`src/core/uam_pkg.sv`:
```
// package for the multiprocessor serial port control and address match block.
// assumes an apb master on pclk and a bit-level receiver/transmitter on pclk.
package uam_pkg;

    ////////////////////////////////////////////////////////////////////////////
    // register indexes; the byte address is four times the index
    localparam logic [7:0] UAM_IDX_POWER_CONTROL = 8'h87;
    localparam logic [7:0] UAM_IDX_SERIAL_CONTROL = 8'h98;
    localparam logic [7:0] UAM_IDX_SLAVE_ADDRESS = 8'hA9;
    localparam logic [7:0] UAM_IDX_SLAVE_ADDRESS_MASK = 8'hB9;
    localparam logic [11:0] UAM_ADDR_POWER_CONTROL = {2'h0, UAM_IDX_POWER_CONTROL, 2'h0};
    localparam logic [11:0] UAM_ADDR_SERIAL_CONTROL = {2'h0, UAM_IDX_SERIAL_CONTROL, 2'h0};
    localparam logic [11:0] UAM_ADDR_SLAVE_ADDRESS = {2'h0, UAM_IDX_SLAVE_ADDRESS, 2'h0};
    localparam logic [11:0] UAM_ADDR_SLAVE_ADDRESS_MASK =
        {2'h0, UAM_IDX_SLAVE_ADDRESS_MASK, 2'h0};

    ////////////////////////////////////////////////////////////////////////////
    // serial control bit positions
    localparam int UAM_SC_MODE_HI = 7;      // also the framing error view
    localparam int UAM_SC_MODE_LO = 6;
    localparam int UAM_SC_MULTIPROC = 5;
    localparam int UAM_SC_RX_ENABLE = 4;
    localparam int UAM_SC_TX_NINTH = 3;
    localparam int UAM_SC_RX_NINTH = 2;
    localparam int UAM_SC_TX_DONE = 1;
    localparam int UAM_SC_RX_DONE = 0;
    // power control bit positions
    localparam int UAM_PC_BAUD_DOUBLER = 7;
    localparam int UAM_PC_ERROR_FLAG_SELECT = 6;

    // values after reset
    localparam logic [7:0] UAM_RST_SERIAL_CONTROL = 8'h00;
    localparam logic [7:0] UAM_RST_SLAVE_ADDRESS = 8'h00;
    localparam logic [7:0] UAM_RST_SLAVE_ADDRESS_MASK = 8'h00;

    // fixed clock divisors; zero means the rate comes from the baud timer
    localparam logic [6:0] UAM_DIV_SHIFT = 7'h0C;
    localparam logic [6:0] UAM_DIV_SHIFT_DBL = 7'h06;
    localparam logic [6:0] UAM_DIV_NINE = 7'h40;
    localparam logic [6:0] UAM_DIV_NINE_FAST = 7'h20;
    localparam logic [6:0] UAM_DIV_VARIABLE = 7'h00;

    // serial modes as the two mode select bits encode them
    typedef enum logic [1:0]
    {
        UAM_MODE_SHIFT = 2'b00,
        UAM_MODE_UART8 = 2'b01,
        UAM_MODE_UART9_FIXED = 2'b10,
        UAM_MODE_UART9_VAR = 2'b11
    } uam_mode_t;

    // events from the bit-level receiver
    typedef struct packed
    {
        logic data_end;     // end of the last data bit (8th bit in mode 0)
        logic stop_end;     // stop bit sampled
        logic [7:0] data;   // received byte, valid with data_end
        logic ninth;        // received ninth bit, valid with data_end
        logic stop_ok;      // stop bit was high, valid with stop_end
    } uam_rx_evt_t;

    // events from the bit-level transmitter
    typedef struct packed
    {
        logic bit8_end;     // end of the 8th bit time, mode 0
        logic stop_start;   // start of the stop bit, other modes
    } uam_tx_evt_t;

    // apb request as one bundle
    typedef struct packed
    {
        logic psel;
        logic penable;
        logic pwrite;
        logic [11:0] paddr;
        logic [31:0] pwdata;
    } uam_apb_req_t;

endpackage : uam_pkg

```
`src/core/uam_core.sv`:
```
// serial port control, status and automatic address recognition, apb slave.
// assumes the bit-level receiver and transmitter run on pclk and give
// one-cycle event pulses; the data buffer and baud timer live outside.

// Operation
// address recognition only while multiproc_enable set
// address frames raise rx flag only on match
// mode 1: stop bit replaces ninth bit
// mode 0 ignores multiproc_enable
// given address: mask zeros are don't-care
// broadcast address: address OR mask, zeros don't-care
// accept on given or broadcast match
// two mode bits select mode and rate
// bit 7 framing error when select set
// bit 7 upper mode bit when select clear
// receive only while rx_enable set
// modes 2/3 send tx_ninth_bit as ninth
// modes 2/3 load received ninth bit
// tx flag set at 8th bit/stop start
// rx flag set end 8th bit mode 0
// multiproc_enable active in modes 2 and 3
// reset clears control, address and mask
// framing check moves rx flag to stop
// baud_doubler doubles rate in modes 1-3
// ninth bit one marks address frame
// master sends matching address then data frames
module uam_core
    import uam_pkg::*;
(
    input wire logic pclk,
    input wire logic presetn,
    input wire uam_apb_req_t apb_req,
    output logic pready,
    output logic [31:0] prdata,
    output logic pslverr,
    input wire uam_rx_evt_t rx_evt,
    input wire uam_tx_evt_t tx_evt,
    input wire logic double_speed_clock,
    output logic [1:0] serial_mode,
    output logic rx_enable,
    output logic tx_ninth_bit,
    output logic baud_double,
    output logic [6:0] fixed_divisor,
    output logic rx_accept,
    output logic rx_done_flag,
    output logic tx_done_flag,
    output logic framing_error_flag
);

    ////////////////////////////////////////////////////////////////////////////
    // all state of the block in one packed struct
    typedef struct packed
    {
        logic mode_select_hi;       // upper mode bit
        logic mode_select_lo;       // lower mode bit
        logic multiproc_enable;     // multiprocessor communication enable
        logic rx_enable;            // reception enable
        logic tx_ninth_bit;         // ninth bit to send
        logic rx_ninth_bit;         // ninth bit received
        logic tx_done_flag;         // transmit completion flag
        logic rx_done_flag;         // receive completion flag
        logic framing_error_flag;   // kept apart from the upper mode bit
        logic baud_doubler;         // rate doubling in modes 1-3
        logic error_flag_select;    // bit 7 shows the framing error
        logic [7:0] slave_address;  // individual address
        logic [7:0] slave_address_mask; // don't-care mask
        logic rx_pend;              // byte seen, flag decision waits for stop
        logic rx_pend_addr;         // pending frame was an address match
        logic [6:0] fixed_divisor;  // divisor shown to the baud logic
        logic rx_accept;            // one-cycle pulse: buffer may load
        logic pready;               // apb ready, high in the access phase
        logic [31:0] prdata;        // apb read data
        logic pslverr;              // apb error on unmapped address
    } uam_state_t;

    uam_state_t st;         // registered state
    uam_state_t next_st;    // next value of the state

    ////////////////////////////////////////////////////////////////////////////
    // decoded views of the current state
    uam_mode_t mode;        // serial mode from the two select bits
    logic mp_active;        // multiprocessor feature in force
    logic [7:0] given_care; // bits that must match the individual address
    logic [7:0] bcast_addr; // broadcast address
    logic given_hit;        // received byte matches the given address
    logic bcast_hit;        // received byte matches the broadcast address
    logic addr_hit;         // either match
    logic [7:0] sc_view;    // serial control as software reads it
    logic [7:0] pc_view;    // power control as software reads it

    // with the select bit set the upper mode bit is frozen as stored;
    // software then sees and writes the framing error in its place
    assign mode = uam_mode_t'({st.mode_select_hi, st.mode_select_lo});

    // the feature never acts in the shift register mode
    assign mp_active = st.multiproc_enable && (mode != UAM_MODE_SHIFT);

    // given address: only bits with a one in the mask take part
    assign given_care = st.slave_address_mask;
    assign given_hit = ((rx_evt.data ^ st.slave_address) & given_care) == 8'h00;

    // broadcast address: zeros of the OR are don't-care, ones must match
    assign bcast_addr = st.slave_address | st.slave_address_mask;
    assign bcast_hit = ((rx_evt.data ^ bcast_addr) & bcast_addr) == 8'h00;

    // a node answers to its given or its broadcast address
    assign addr_hit = given_hit || bcast_hit;

    // read views; bit 7 is either the framing error or the upper mode bit
    always_comb
    begin
        sc_view = {st.error_flag_select ? st.framing_error_flag : st.mode_select_hi,
                   st.mode_select_lo, st.multiproc_enable, st.rx_enable,
                   st.tx_ninth_bit, st.rx_ninth_bit, st.tx_done_flag,
                   st.rx_done_flag};
        pc_view = 8'h00;
        pc_view[UAM_PC_BAUD_DOUBLER] = st.baud_doubler;
        pc_view[UAM_PC_ERROR_FLAG_SELECT] = st.error_flag_select;
    end

    ////////////////////////////////////////////////////////////////////////////
    // next state: bus writes first, hardware events after, so a set that
    // meets a software clear in the same cycle wins
    always_comb
    begin
        logic wr_en;        // write takes effect this edge
        logic setup;        // apb setup cycle
        logic decide_now;   // rx flag decision this cycle
        logic frame_ok;     // frame qualifies to raise the rx flag
        logic [7:0] wdat;   // low byte of the write data
        wr_en = 1'b0;
        setup = 1'b0;
        decide_now = 1'b0;
        frame_ok = 1'b0;
        wdat = apb_req.pwdata[7:0];
        next_st = st;
        next_st.rx_accept = 1'b0;

        // apb: zero-wait slave, ready in the first access cycle
        setup = apb_req.psel && !apb_req.penable;
        wr_en = apb_req.psel && apb_req.penable && st.pready && apb_req.pwrite;
        next_st.pready = setup;
        if (setup)
        begin
            // read data and error prepared in the setup cycle
            next_st.pslverr = 1'b0;
            unique case (apb_req.paddr)
                UAM_ADDR_SERIAL_CONTROL: next_st.prdata = {24'h000000, sc_view};
                UAM_ADDR_SLAVE_ADDRESS: next_st.prdata = {24'h000000, st.slave_address};
                UAM_ADDR_SLAVE_ADDRESS_MASK:
                    next_st.prdata = {24'h000000, st.slave_address_mask};
                UAM_ADDR_POWER_CONTROL: next_st.prdata = {24'h000000, pc_view};
                default:
                begin
                    // unmapped: reads zero, flagged as an error
                    next_st.prdata = 32'h00000000;
                    next_st.pslverr = 1'b1;
                end
            endcase
        end
        else if (!(apb_req.psel && apb_req.penable))
        begin
            // idle: drop the error so it never leaks into a later cycle
            next_st.pslverr = 1'b0;
        end

        // register writes; unmapped writes change nothing
        if (wr_en)
        begin
            unique case (apb_req.paddr)
                UAM_ADDR_SERIAL_CONTROL:
                begin
                    if (st.error_flag_select)
                    begin
                        next_st.framing_error_flag = wdat[UAM_SC_MODE_HI];
                    end
                    else
                    begin
                        next_st.mode_select_hi = wdat[UAM_SC_MODE_HI];
                    end
                    next_st.mode_select_lo = wdat[UAM_SC_MODE_LO];
                    next_st.multiproc_enable = wdat[UAM_SC_MULTIPROC];
                    next_st.rx_enable = wdat[UAM_SC_RX_ENABLE];
                    next_st.tx_ninth_bit = wdat[UAM_SC_TX_NINTH];
                    next_st.rx_ninth_bit = wdat[UAM_SC_RX_NINTH];
                    next_st.tx_done_flag = wdat[UAM_SC_TX_DONE];
                    next_st.rx_done_flag = wdat[UAM_SC_RX_DONE];
                end
                UAM_ADDR_SLAVE_ADDRESS: next_st.slave_address = wdat;
                UAM_ADDR_SLAVE_ADDRESS_MASK: next_st.slave_address_mask = wdat;
                UAM_ADDR_POWER_CONTROL:
                begin
                    next_st.baud_doubler = wdat[UAM_PC_BAUD_DOUBLER];
                    next_st.error_flag_select = wdat[UAM_PC_ERROR_FLAG_SELECT];
                end
                default:
                begin
                end
            endcase
        end

        // transmit completion: mode decides which event marks the end
        if ((mode == UAM_MODE_SHIFT) ? tx_evt.bit8_end : tx_evt.stop_start)
        begin
            next_st.tx_done_flag = 1'b1;
        end

        // receive path works only while reception is enabled
        if (st.rx_enable)
        begin
            if (rx_evt.data_end)
            begin
                // ninth bit follows the line in the nine-bit modes
                if (mode == UAM_MODE_UART9_FIXED || mode == UAM_MODE_UART9_VAR)
                begin
                    next_st.rx_ninth_bit = rx_evt.ninth;
                end
                if (mode == UAM_MODE_SHIFT)
                begin
                    // shift mode: flag at the end of the 8th bit, no filtering
                    decide_now = 1'b1;
                    frame_ok = 1'b1;
                end
                else if (st.error_flag_select || (mode == UAM_MODE_UART8 && mp_active))
                begin
                    // the decision waits for the stop bit
                    next_st.rx_pend = 1'b1;
                    next_st.rx_pend_addr = addr_hit;
                end
                else if (mp_active)
                begin
                    // only address frames that match reach software
                    decide_now = 1'b1;
                    frame_ok = rx_evt.ninth && addr_hit;
                end
                else
                begin
                    decide_now = 1'b1;
                    frame_ok = 1'b1;
                end
            end
            if (rx_evt.stop_end && st.rx_pend)
            begin
                next_st.rx_pend = 1'b0;
                decide_now = 1'b1;
                if (mode == UAM_MODE_UART8 && mp_active)
                begin
                    // stop bit stands in for the ninth bit
                    frame_ok = rx_evt.stop_ok && st.rx_pend_addr;
                end
                else if (mp_active)
                begin
                    frame_ok = st.rx_ninth_bit && st.rx_pend_addr;
                end
                else
                begin
                    frame_ok = 1'b1;
                end
            end
            // framing error: set on a bad stop, never cleared by a good one
            if (rx_evt.stop_end && !rx_evt.stop_ok && st.error_flag_select
                && mode != UAM_MODE_SHIFT)
            begin
                next_st.framing_error_flag = 1'b1;
            end
        end
        else
        begin
            // a pending decision is dropped when reception is turned off
            next_st.rx_pend = 1'b0;
        end

        if (decide_now && frame_ok)
        begin
            next_st.rx_done_flag = 1'b1;
            next_st.rx_accept = 1'b1;
        end

        // divisor for the baud logic; zero hands the rate to the timer
        unique case (mode)
            UAM_MODE_SHIFT:
                next_st.fixed_divisor =
                    double_speed_clock ? UAM_DIV_SHIFT_DBL : UAM_DIV_SHIFT;
            UAM_MODE_UART9_FIXED:
                next_st.fixed_divisor =
                    st.baud_doubler ? UAM_DIV_NINE_FAST : UAM_DIV_NINE;
            UAM_MODE_UART8, UAM_MODE_UART9_VAR:
                next_st.fixed_divisor = UAM_DIV_VARIABLE;
        endcase
    end

    ////////////////////////////////////////////////////////////////////////////
    // state register; reset brings every register to zero except fixed_divisor, which loads UAM_DIV_SHIFT
    always_ff @(posedge pclk or negedge presetn)
    begin
        if (!presetn)
        begin
            st <= '0;
            {st.mode_select_hi, st.mode_select_lo, st.multiproc_enable, st.rx_enable,
             st.tx_ninth_bit, st.rx_ninth_bit, st.tx_done_flag, st.rx_done_flag}
                <= UAM_RST_SERIAL_CONTROL;
            st.slave_address <= UAM_RST_SLAVE_ADDRESS;
            st.slave_address_mask <= UAM_RST_SLAVE_ADDRESS_MASK;
            st.fixed_divisor <= UAM_DIV_SHIFT;
        end
        else
        begin
            st <= next_st;
        end
    end

    ////////////////////////////////////////////////////////////////////////////
    // outputs straight from the state flip-flops
    assign pready = st.pready;
    assign prdata = st.prdata;
    assign pslverr = st.pslverr;
    assign serial_mode = {st.mode_select_hi, st.mode_select_lo};
    assign rx_enable = st.rx_enable;
    assign tx_ninth_bit = st.tx_ninth_bit;
    assign baud_double = st.baud_doubler;
    assign fixed_divisor = st.fixed_divisor;
    assign rx_accept = st.rx_accept;
    assign rx_done_flag = st.rx_done_flag;
    assign tx_done_flag = st.tx_done_flag;
    assign framing_error_flag = st.framing_error_flag;

endmodule : uam_core

```
`config.mk`:
```
export PLATFORM = sky130hd
export DESIGN_NAME = uam_core
export DESIGN_NICKNAME = d
export VERILOG_FILES = /design/src/core/uam_pkg.sv /design/src/core/uam_core.sv
export SDC_FILE = /design/constraint.sdc
export NUM_CORES = 1
export LEC_CHECK = 0
export BUFFER_PORTS_ARGS = -buffer_cell sky130_fd_sc_hd__buf_2
export CAP_MARGIN = 15
export CORE_MARGIN = 8
export CORE_UTILIZATION = 48
export DETAILED_ROUTE_END_ITERATION = 12
export PLACE_DENSITY_LB_ADDON = 0.08
export REMOVE_ABC_BUFFERS = 1
export SLEW_MARGIN = 20
export SYNTH_ARGS = -nofsm -noshare
export SYNTH_HDL_FRONTEND = slang
export SYNTH_SLANG_ARGS = --single-unit
```
`constraint.sdc`:
```
create_clock -name pclk -period 1.95 [get_ports pclk]
set_input_delay 0.39 -clock pclk [delete_from_list [all_inputs] [get_ports pclk]]
set_output_delay 0.39 -clock pclk [all_outputs]
set_load 0.03 [all_outputs]
```
==> results, run 1 <==
- The flow ran to the end, and the final reports show no timing, DRC or antenna violations.
- For this run, the top clock speed supported by timing is 0.620 GHz.
- The DRC violation count after routing is 0.
- The initial antenna violation count is 0.
- The die covers 0.00808 sq mm.
- In this run the number of H-tree levels came out at 2.
- The count of final max-slew check failures is 0.
- The area used by sequential logic in the layout is 0.00113 sq mm.
- The post-synthesis cell type count is 39.
- Measured against its own limit, the worst slew margin works out to about 60%.
- The library cell used most frequently in the layout, excluding fill and tap cells, is sky130_fd_sc_hd__buf_2.
- The type of the worst setup path is flip-flop to flip-flop.
- The total area of multi-input combinational cells is 0.00124 sq mm.
- The buffering stage count on the worst path with inverters included is 0.
- Excluding fillers, the count of instances in the completed layout stands at 394.
- The synthesis-to-finish area growth is 14.8%.
- between 100 and 150 I/O pins were placed.
- The worst reg-to-reg path cell count is 5.
- The cell with the largest stage delay on the worst path is sky130_fd_sc_hd__dfrtp_1.
- The post-synthesis area per instance is 10.1 sq um.
- The dominant synthesized flop cell is sky130_fd_sc_hd__dfrtp_1.
- The family with the most delay on the worst path is compound AO/OA/AOI/OAI gates.
- The clock-pin slew on the worst setup and hold paths is 80 ps.
- For the final routed database, the setup TNS stands at 0 ps.
- Clock tree synthesis inserted a total of 5 buffers.
- The post-synthesis sequential element count is 45.
- For this run, the share of the core covered by cells in the final layout is 55.7%.
- The critical path depth in cells is 5.
- At the placement stage, the worst setup path has a slack of 88.7 ps.
- The number of inserted diodes is 0.
- The critical path's largest stage delay is roughly 470 ps.
- Summing internal, switching and leakage power gives 1.87 mW.
- Traced cell by cell, the critical path runs through nand2b_1 -> a21oi_1 -> and3b_1 -> o221ai_1 -> o21ai_0.
- Summing all non-filler instances in the final layout gives an area of 0.00301 sq mm.
- The count of flip-flops with a built-in enable after synthesis is 0.
- Detailed routing inserted a total of slightly below 2k vias.
- The detailed-routing iteration count for the pre-antenna-repair pass is 4.
- Setup violations remaining at the end of the flow were counted as 0.
- In this run the vertical extent of the chip is 89.9 um.
- Once placement finished, the instance area stood at 0.00289 sq mm.
- The number of hold buffers added after cts is 0.
- The number of buffers inserted to repair setup after CTS is 0.
- The tree is rooted in a sky130_fd_sc_hd__clkbuf_8.
- Of the cells placed in the final design, the portion with a size suffix greater than 1 is between 30% and 40%.
- The fraction of the cycle the final worst path needs is 82.7%.
- For this run, the number of Yosys warnings is 0.
- The overall die width is 89.9 um.
- The data arrival at the endpoint of the critical path is between 1500 and 2000 ps.
- The average wire per cell in the routed design is about 15 um.
- The async set-reset flop share out of synthesis is 100%.
- The wire length of the first global-routing pass is just under 10000 um.
- The final hold violation count is 0.
- The port buffer count is 63.
- The synthesized instance count is 259.
- For this block, the routed nets add up to around 6000 um of wire.
- For this run, the post-layout net count is 385.
- The clock sink count is 45.
- Setup repair after global routing left no endpoint under its margin.
- The number of global-route vias before repair is between 1.5k and 2k.
- The kind of end point of the critical path is a flip-flop.
- After clock tree synthesis, the repair step resized 0 gates.
- The TritonCTS clock tree is yes.
- The cell area after synthesis is 0.00262 sq mm.
- The clock passes through at most 2 buffers.
- The worst supply voltage drop on vdd is 320 uV.
- In this run, placement finished with an instance count of 386.
- The critical path launch point type is a flip-flop.
- The total congestion overflow is 0.
- The pin count of the biggest net entering global routing is 46.
- The minimum hold slack is 171 ps.
- The all-layer global routing usage is 14.9%.
- Once routing completed, OpenROAD measured the worst setup slack at 337 ps.
- Once the floorplan was initialized, standard cells occupied 48.5% of the core.
- The latest clock arrival within the worst-skew pair is ~290 ps.
- The filler cell count is 517.
- The fraction of the yosys area taken by sequential cells is 43.0%.
- The via-per-instance ratio is 4.97.
- For the pin with the worst max-slew slack, the measured transition is 575 ps.
- At the worst endpoint, the required time is between 2000 and 2500 ps.
- The placeable core region is 0.00541 sq mm.
- For flop-to-flop paths, the worst setup slack is 340 ps.
- Counting I/O delays and the setup requirement, the final critical path takes 1610 ps.
- The max-capacitance violation count is 0.
- The global placement routability congestion is 0.804.
- The total power divided by cell area is 622 mW/mm^2.
- The biggest fanout along the worst timing path is 8.
- Clock skew on the completed layout was measured at 6.19 ps.
- The leakage power is 1.52 nW.
- The worst min-delay path class is primary input to asynchronous set/reset pin.
- The count of nets left with antenna violations once routing finished came out at 0.
- In the layout the commonest cells are sky130_fd_sc_hd__buf_2, sky130_fd_sc_hd__dfrtp_1, sky130_fd_sc_hd__conb_1, sky130_fd_sc_hd__mux2_2, sky130_fd_sc_hd__nand2_1.
- The HPWL after detailed placement is 4720 um.
- The row count is 27.
- For this block, the initial DRC count from the detailed router was 60.
-- registers in the layout, summed over array words and instances, names as in the netlist, 2 cells and up --
signal	cells
serial_mode	2
fixed_divisor	5
prdata	8
given_care	8
sc_view	2
st	10
-- logic make-up after synthesis --
| family | count (synthesis) | synth area share [%] |
|---|---|---|
| buffers and inverters | 48 | 13.3 |
| DFF | 45 | 43.0 |
| xor gates and xnor gates | 8 | 2.67 |
| and+or+nand+nor | 83 | 17.6 |
| muxes | 34 | 14.2 |
| AOI/OAI and AO/OA | 40 | 9.11 |
| other | 1 | 0.143 |
-- area by class of cell --
cell class | count | share of cell area [%]
clock buffer | 6 | 2.74
clock inverter | 2 | 1.25
inverter | 2 | 0.249
multi-input combinational | 191 | 41.1
sequential | 45 | 37.5
tap | 72 | 2.99
timing repair buffer | 76 | 14.1
-- Yosys cell counts (all sizes together) (4+ instances only) --
master | number | share of area [%]
a22oi | 4 | 1.1
nor2 | 18 | 2.6
dfrtp | 43 | 41
xor2 | 8 | 2.7
nand2 | 23 | 3.4
and2 | 4 | 0.95
mux2 | 25 | 11
a21oi | 12 | 2.3
nand3 | 10 | 1.9
buf | 44 | 13
nor3 | 9 | 2.1
mux2i | 9 | 3.4
o21ai | 14 | 2.7
-- worst paths after layout --
check,start,endpoint
setup / recovery,serial_mode[1],rx_done_flag
hold / removal,presetn,st[42]
setup reg to reg,serial_mode[1],rx_done_flag
hold reg to reg,prdata[7],prdata[7]
max in group asynchronous,presetn,prdata[0]
min in group pclk,double_speed_clock,fixed_divisor[3]
-- power by group --
part / switching, mW / internal [mW] / total, mW / leakage [nW]
sequential: 0.00180 / 0.938 / 0.940 / 0.607
combinational: 0.148 / 0.0539 / 0.202 / 0.860
clock: 0.315 / 0.417 / 0.731 / 0.0574
-- layer usage --
layer	vias up	GRT usage [%]	share of wire, %
li1	963	-	-
met1	926	18.6	46
met2	64	24.2	46
met3	6	4.90	6.6
met4	0	3.33	0.75
met5	-	0	0
No activity file was read; power rests on OpenSTA's default activity.
==> run 2, diff against run 1 <==
Settings changed: ABC_AREA set to 1, CORE_UTILIZATION 48 to 44.
Clock period 1.95 ns to 1.3 ns, I/O delays scaled along.
==> results, run 2 <==
- The initial cell density of the core is 45.0% (-3.5 points).
- The CTS buffer count was 5 (unchanged).
- The most common cell after layout, fill and taps aside is sky130_fd_sc_hd__nand2_1.
- The average wire per cell in the routed design is 13.8 um (-9.9%).
- The total power divided by cell area is 748 mW/mm^2 (+20%).
- The minimum hold slack is 62.2 ps (-109 ps).
- The H-tree depth is 2 (unchanged).
- The clock-pin slew on the worst setup and hold paths came to 90 ps (about the same).
- The shortest period the worst path allows is 1270 ps.
- The count of final max-slew check failures is 0 (unchanged).
- TritonCTS built the clock tree.
- The filler cell count is 629 (+22%).
- The floorplan die area came to 0.00924 sq mm (+14%).
- The number of global-route vias before repair was 2447 (+23%).
- The total half-perimeter wirelength after legalization and detailed placement is 5720 um (+21%).
- The number of top-level pins came to 114 (unchanged).
- The async set-reset flop share out of synthesis was 100% (unchanged).
- Setup repair after global routing could not meet its margin everywhere.
- The leakage power is 1.96 nW (+29%).
- The post-synthesis cell type count is 32 (-18%).
- Leaving out fill and tap cells, the most frequent cells in the layout are sky130_fd_sc_hd__nand2_1, sky130_fd_sc_hd__buf_2, sky130_fd_sc_hd__inv_1, sky130_fd_sc_hd__dfrtp_1, sky130_fd_sc_hd__buf_4.
- The total congestion overflow came to 0 (unchanged).
- The clock tree skew after final layout is 8.93 ps (+2.74 ps).
- The placed cell count is 522 (+35%).
- The pin count of the biggest net entering global routing is 46 (unchanged).
- The type of the worst setup path is flip-flop to output port.
- The deepest clock path buffer count came to 2 (unchanged).
- The worst supply voltage drop on vdd is 504 uV (+57%).
- The critical path goes through buf_6 -> buf_6.
- The post-synthesis sequential element count was 45 (unchanged).
- The cell with the largest stage delay on the worst path is sky130_fd_sc_hd__dfrtp_2.
- The data arrival at the endpoint of the critical path is 1010 ps (-780 ps).
- The all-layer global routing usage is 16.3% (+1.4 points).
- The total wirelength of the detailed-routed design is 7440 um (+24%).
- The fraction of the yosys area taken by sequential cells came to 40.0% (-3.1 points).
- The count of synthesis-stage warnings from yosys came to 0 (unchanged).
- The port buffer count is 63 (unchanged).
- The count of flip-flops with a built-in enable after synthesis is 0 (unchanged).
- The global placement routability congestion is 0.825 (+2.5%).
- The kind of end point of the critical path is an output port.
- The fraction of the cycle the final worst path needs is 98.0%.
- The cell area after synthesis is 0.00282 sq mm (+7.7%).
- The final hold violation count is 0 (unchanged).
- The row count is 29 (+7.4%).
- The initial antenna violation count was 0 (unchanged).
- The post-synthesis area per instance came to 7.78 sq um (-23%).
- The final antenna-violating net count came to 0 (unchanged).
- After synthesis, the cell types taking the most area are sky130_fd_sc_hd__dfrtp_1, sky130_fd_sc_hd__nand2_1, sky130_fd_sc_hd__buf_4.
- The dominant synthesized flop cell is sky130_fd_sc_hd__dfrtp_1.
- The placeable core region is 0.00628 sq mm (+16%).
- The worst setup path is launched from a flip-flop.
- The biggest fanout along the worst timing path is 4 (-4).
- The iteration-0 DRC count of the detailed router was 129 (+110%).
- The synthesized instance count is 363 (+40%).
- The overall die width is 96.1 um (+6.9%).
- The wire length of the first global-routing pass was 11700 um (+18%).
- The fmax is 0.785 GHz.
- The share of Yosys cell area claimed by the top area cell type is 38.1% (-2.9 points).
- The max-capacitance violation count is 0 (unchanged).
- The total negative slack is 0 ps (unchanged).
- The worst endpoint required time is 1040 ps (-1090 ps).
- The synthesis-to-finish area growth is 28.0%.
- The DRC violation count after routing came to 0 (unchanged).
- The die height was 96.1 um (+6.9%).
- The final number of setup-violating endpoints is 0 (unchanged).
- The detailed-routing iteration count for the pre-antenna-repair pass is 4 (unchanged).
- The worst reg-to-reg path cell count came to 7 (+2).
- The final net count was 527 (+37%).
- The total vias in the final route came to 2518 (+29%).
- The cell depth of the worst min-delay path is 2.
- The critical path's largest stage delay was 450 ps (-20 ps).
- The flip-flop count of the largest register, all copies and words added is 10 (unchanged).
- The latest clock arrival within the worst-skew pair is 310 ps (+20 ps).
- The worst min-delay path class is primary input to flip-flop.
- The final standard cell count with taps included and fillers excluded came to 541 (+37%).
- The buffering stage count on the worst path with inverters included is 2 (+2).
- The fraction of layout instances using a drive strength above 1 is 39.4% (+2.8 points).
- The commonest cells after synthesis are sky130_fd_sc_hd__nand2_1, sky130_fd_sc_hd__dfrtp_1, sky130_fd_sc_hd__inv_1.
- The via-per-instance ratio is 4.65 (-6.4%).
- The run finished with clean final reports.
- The register bank with the most flops is st.
- The critical path depth in cells came to 2 (-3).
- The most repeated cell in the gate-level netlist after synthesis is sky130_fd_sc_hd__nand2_1.
- The clock sink count is 45 (unchanged).
- The number of inserted diodes came to 0 (unchanged).
- The tree is rooted in a sky130_fd_sc_hd__clkbuf_8.
- On the critical path the largest part of the delay comes from flip-flops.
- The cell type contributing the most total cell area after synthesis is sky130_fd_sc_hd__dfrtp_1.
- The most repeated library cell on the critical path is sky130_fd_sc_hd__buf_6.
==> run 2: changes by cell type after synthesis, sizes merged, moves of 6 or more <==
cell and delta:
nand2 +75, mux2 -24, nand3 +19, nand4 +6, xor2 -8, mux2i -9
a21oi -10, o21ai +33, inv +48
==> run 2: per-stage QoR <==
stage / area (sq um) / setup WS, ps / utilization, % / total power, mW
detailed placement: 3310 / -141 / 52.8 / 1.81
CTS: 3460 / 10.1 / 55.1 / 2.72
global placement: 3310 / -119 / 52.8 / 1.81
global route: 3610 / -23.9 / 57.6 / 2.82
floorplan: 2580 / -188 / - / 1.63
finish: 3610 / 26.5 / 57.6 / 2.70
==> run 2: layer usage <==
metal / up-vias / wire (um) / track usage, %
li1: 1308 / - / -
met1: 1149 / 3330 / 21.4
met2: 53 / 3610 / 26.0
met3: 8 / 409 / 3.51
met4: 0 / 92 / 4.99
met5: - / 0 / 0
==> run 2: final cells by class <==
cell class / count / area [sq um] / share of cell area (%)
Clock buffer: 5 / 68.8 / 1.90
Clock inverter: 3 / 21.3 / 0.589
Inverter: 51 / 193 / 5.33
Multi-Input combinational cell: 248 / 1340 / 37.2
Sequential cell: 45 / 1130 / 31.3
Tap cell: 77 / 96.3 / 2.67
Timing Repair Buffer: 112 / 761 / 21.1
==> run 2: cell families (layout without fill, tap and decap cells) <==
family | Yosys count | in the layout | synth area share [%]
buffers and inverters | 95 | 171 | 18.8
other | 1 | 26 | 0.133
AO/OA/AOI/OAI | 55 | 55 | 12.4
AND/OR/NAND/NOR | 166 | 166 | 28.3
multiplexers | 1 | 1 | 0.399
flip-flops | 45 | 45 | 40.0
==> run 2: final timing paths <==
path	slack (ps)	end	start
setup / recovery	30	serial_mode[1]	serial_mode[1]
hold / removal	60	fixed_divisor[3]	double_speed_clock
setup reg to reg	30	rx_done_flag	serial_mode[1]
hold reg to reg	480	prdata[0]	prdata[0]
max in group asynchronous	590	fixed_divisor[2]	presetn
min in group asynchronous	450	prdata[6]	presetn
==> run 2: power by group <==
part	internal, mW	switching (mW)
combinational	0.113	0.265
clock	0.382	0.529
sequential	1.41	0.00696
==> run 2: what timing repair did <==
item	4_1_cts	5_1_grt
endpoints found under the setup margin	6	16
hold endpoints to repair	43	0
pin swaps	2	7
hold buffers	1	0
setup buffers	3	7
gates resized for setup	9	32
==> run 3, diff against run 2 <==
Settings changed: ABC_AREA 1 to unset, CORE_UTILIZATION 44 to 43.
==> results, run 3 (same netlist as run 1, synthesis figures left out) <==
- The shortest period the worst path allows is 1440 ps (+167 ps).
- The overall die width is 94.1 um (-2.1%).
- The row count is 28 (-3.4%).
- The clock tree skew after final layout is 3.94 ps (-4.99 ps).
- The initial antenna violation count is 0 (unchanged).
- The top metal layer carrying routed signals is met4.
- The post-detailed-placement cell area is 0.00315 sq mm (-4.9%).
- The port buffer count is 63 (unchanged).
- The synthesis-to-finish area growth is 35.3%.
- The number of global-route vias before repair was 2237 (-8.6%).
- The global placement routability congestion is 0.796 (-3.5%).
- The flip-flop count of the largest register, all copies and words added is 10 (unchanged).
- The total vias in the final route is 2180 (-13%).
- The fmax came to 0.694 GHz (-12%).
- The DRC violation count after routing is 0 (unchanged).
- The final net count came to 424 (-20%).
- The via-per-instance ratio is 5.00 (+7.4%).
- The detailed-routing iteration count for the pre-antenna-repair pass was 4 (unchanged).
- The floorplan die area is 0.00885 sq mm (-4.1%).
- The max-capacitance violation count is 0 (unchanged).
- The total half-perimeter wirelength after legalization and detailed placement is 5320 um (-7.0%).
- The critical path depth in cells was 6 (+4).
- STA classifies the critical path startpoint as a flip-flop.
- The placeable core region is 0.00592 sq mm (-5.7%).
- In this design, the largest share of critical-path delay is due to flip-flops.
- The largest individual stage delay along the critical path comes from the cell sky130_fd_sc_hd__dfrtp_1.
- The clock-pin slew on the worst setup and hold paths is 80 ps (about the same).
- The leakage power is 1.80 nW (-8.3%).
- The total congestion overflow was 0 (unchanged).
- The total wirelength of the detailed-routed design is 7030 um (-5.6%).
- The final hold violation count is 0 (unchanged).
- The wire length of the first global-routing pass was 11300 um (-3.4%).
- The kind of end point of the critical path is a flip-flop.
- The top cell types in the final layout, fill and taps aside, are sky130_fd_sc_hd__buf_2, sky130_fd_sc_hd__buf_4, sky130_fd_sc_hd__dfrtp_1, sky130_fd_sc_hd__conb_1, sky130_fd_sc_hd__nand2_1.
- The buffering stage count on the worst path with inverters included came to 2 (unchanged).
- The worst reg-to-reg path cell count is 6 (-1).
- The all-layer global routing usage is 16.2% (-0.099 points).
- The TritonCTS clock tree is yes.
- The CTS buffer count was 5 (unchanged).
- The final antenna-violating net count is 0 (unchanged).
- Leaving out fill and tap cells, the most frequent cell in the layout is sky130_fd_sc_hd__buf_2.
- The run finished, with violations left.
- The met3 wire length is 473 um (+16%).
- The worst supply voltage drop on vdd is 444 uV (-12%).
- The worst min-delay path class is primary input to flip-flop.
- The average wire per cell in the routed design is 16.1 um (+17%).
- st holds more flip-flops than any other register.
- The total power divided by cell area came to 805 mW/mm^2 (+7.6%).
- The pin count of the biggest net entering global routing is 36 (-22%).
- The latest clock arrival within the worst-skew pair was 290 ps (-20 ps).
- The type of the worst setup path is flip-flop to flip-flop.
- The final standard cell count with taps included and fillers excluded came to 436 (-19%).
- The clock root buffer is sky130_fd_sc_hd__clkbuf_8.
- The worst endpoint required time was 1490 ps (+450 ps).
- The final critical-path setup slack is -141 ps (-167 ps).
- The fraction of layout instances using a drive strength above 1 is 49.6% (+10 points).
- The final number of setup-violating endpoints is 27 (+27).
- The met1 routed wirelength after detailed routing was 2960 um (-11%).
- Setup repair after global routing could not meet its margin everywhere.
- The die height is 94.1 um (-2.1%).
- The deepest clock path buffer count came to 2 (unchanged).
- The count of final max-slew check failures is 0 (unchanged).
- Traced cell by cell, the critical path runs through nand4_1 -> buf_6 -> and2b_1 -> buf_12 -> nand2_1 -> mux2_2.
- The biggest fanout along the worst timing path is 10 (+6).
- The initial cell density of the core is 44.3% (-0.69 points).
- The critical path's largest stage delay came to 380 ps (-70 ps).
- The final reports fail on negative setup slack.
- The final design instance area without fill is 0.00355 sq mm (-1.8%).
- The core occupancy in the finished layout is 59.9% (+2.3 points).
- The data arrival at the endpoint of the critical path is 1630 ps (+620 ps).
- The iteration-0 DRC count of the detailed router is 77 (-40%).
- The H-tree depth is 2 (unchanged).
- The fraction of the cycle the final worst path needs is 111% (+13 points).
- The number of top-level pins is 114 (unchanged).
- The wire length on met2 is 3520 um (-2.7%).
- The placed cell count came to 420 (-20%).
- The number of inserted diodes was 0 (unchanged).
- The clock sink count is 45 (unchanged).
- The cell depth of the worst min-delay path is 2 (unchanged).
- The worst slack after detailed placement is -486 ps (-345 ps).
==> run 3: cell count changes in the layout (fill, tap and decap cells not counted), sizes merged, moves of 10 or more <==
cell and delta:
nand2 -75, inv -49, o21ai -33, mux2 +24, nand3 -19, a21oi +10
==> run 3: path summary, 6_finish.rpt <==
kind	startpoint	end	slack, ps
hold / removal	double_speed_clock	fixed_divisor[3]	80
hold reg to reg	prdata[5]	prdata[5]	480
max in group asynchronous	presetn	serial_mode[0]	430
setup / recovery	pready	serial_mode[1]	-140
min in group asynchronous	presetn	fixed_divisor[1]	390
setup reg to reg	pready	serial_mode[1]	-140
==> run 3: power breakdown <==
part	internal, mW	switching (mW)
Clock	0.627	0.471
Combinational	0.111	0.238
Sequential	1.41	0.00250
==> run 3: layer usage <==
layer / track usage, % / vias to the layer above
met3: 3.92 / 6
li1: - / 1037
met5: 0 / -
met4: 4.49 / 0
met2: 28.1 / 71
met1: 19.3 / 1066
==> run 3: stage by stage <==
step | power [mW] | setup TNS (ps) | hold WS (ps)
final | 2.86 | -2490 | 79.8
after global placement | 1.76 | -14050 | 155
after detailed placement | 1.77 | -14700 | 160
after CTS | 2.90 | -2650 | 64.4
after floorplan | 1.59 | -8600 | -35.6
after global routing | 2.97 | -5100 | 80.9
==> run 3: cell type report <==
cell class	count	area (sq um)
clock buffers	7	86.3
repair buffers	115	796
flip-flops and latches	45	1130
well taps	75	93.8
inverters	2	7.51
multi-input cells	191	1400
clock inverters	1	30.0
fillers	545	2370
==> run 3: timing repair <==
item / CTS / global route
hold endpoints to repair: 8 / 0
setup buffers: 6 / 2
setup endpoints to repair: 34 / 41
hold buffers: 1 / 0
pin swaps: 18 / 15
resized for setup: 34 / 22
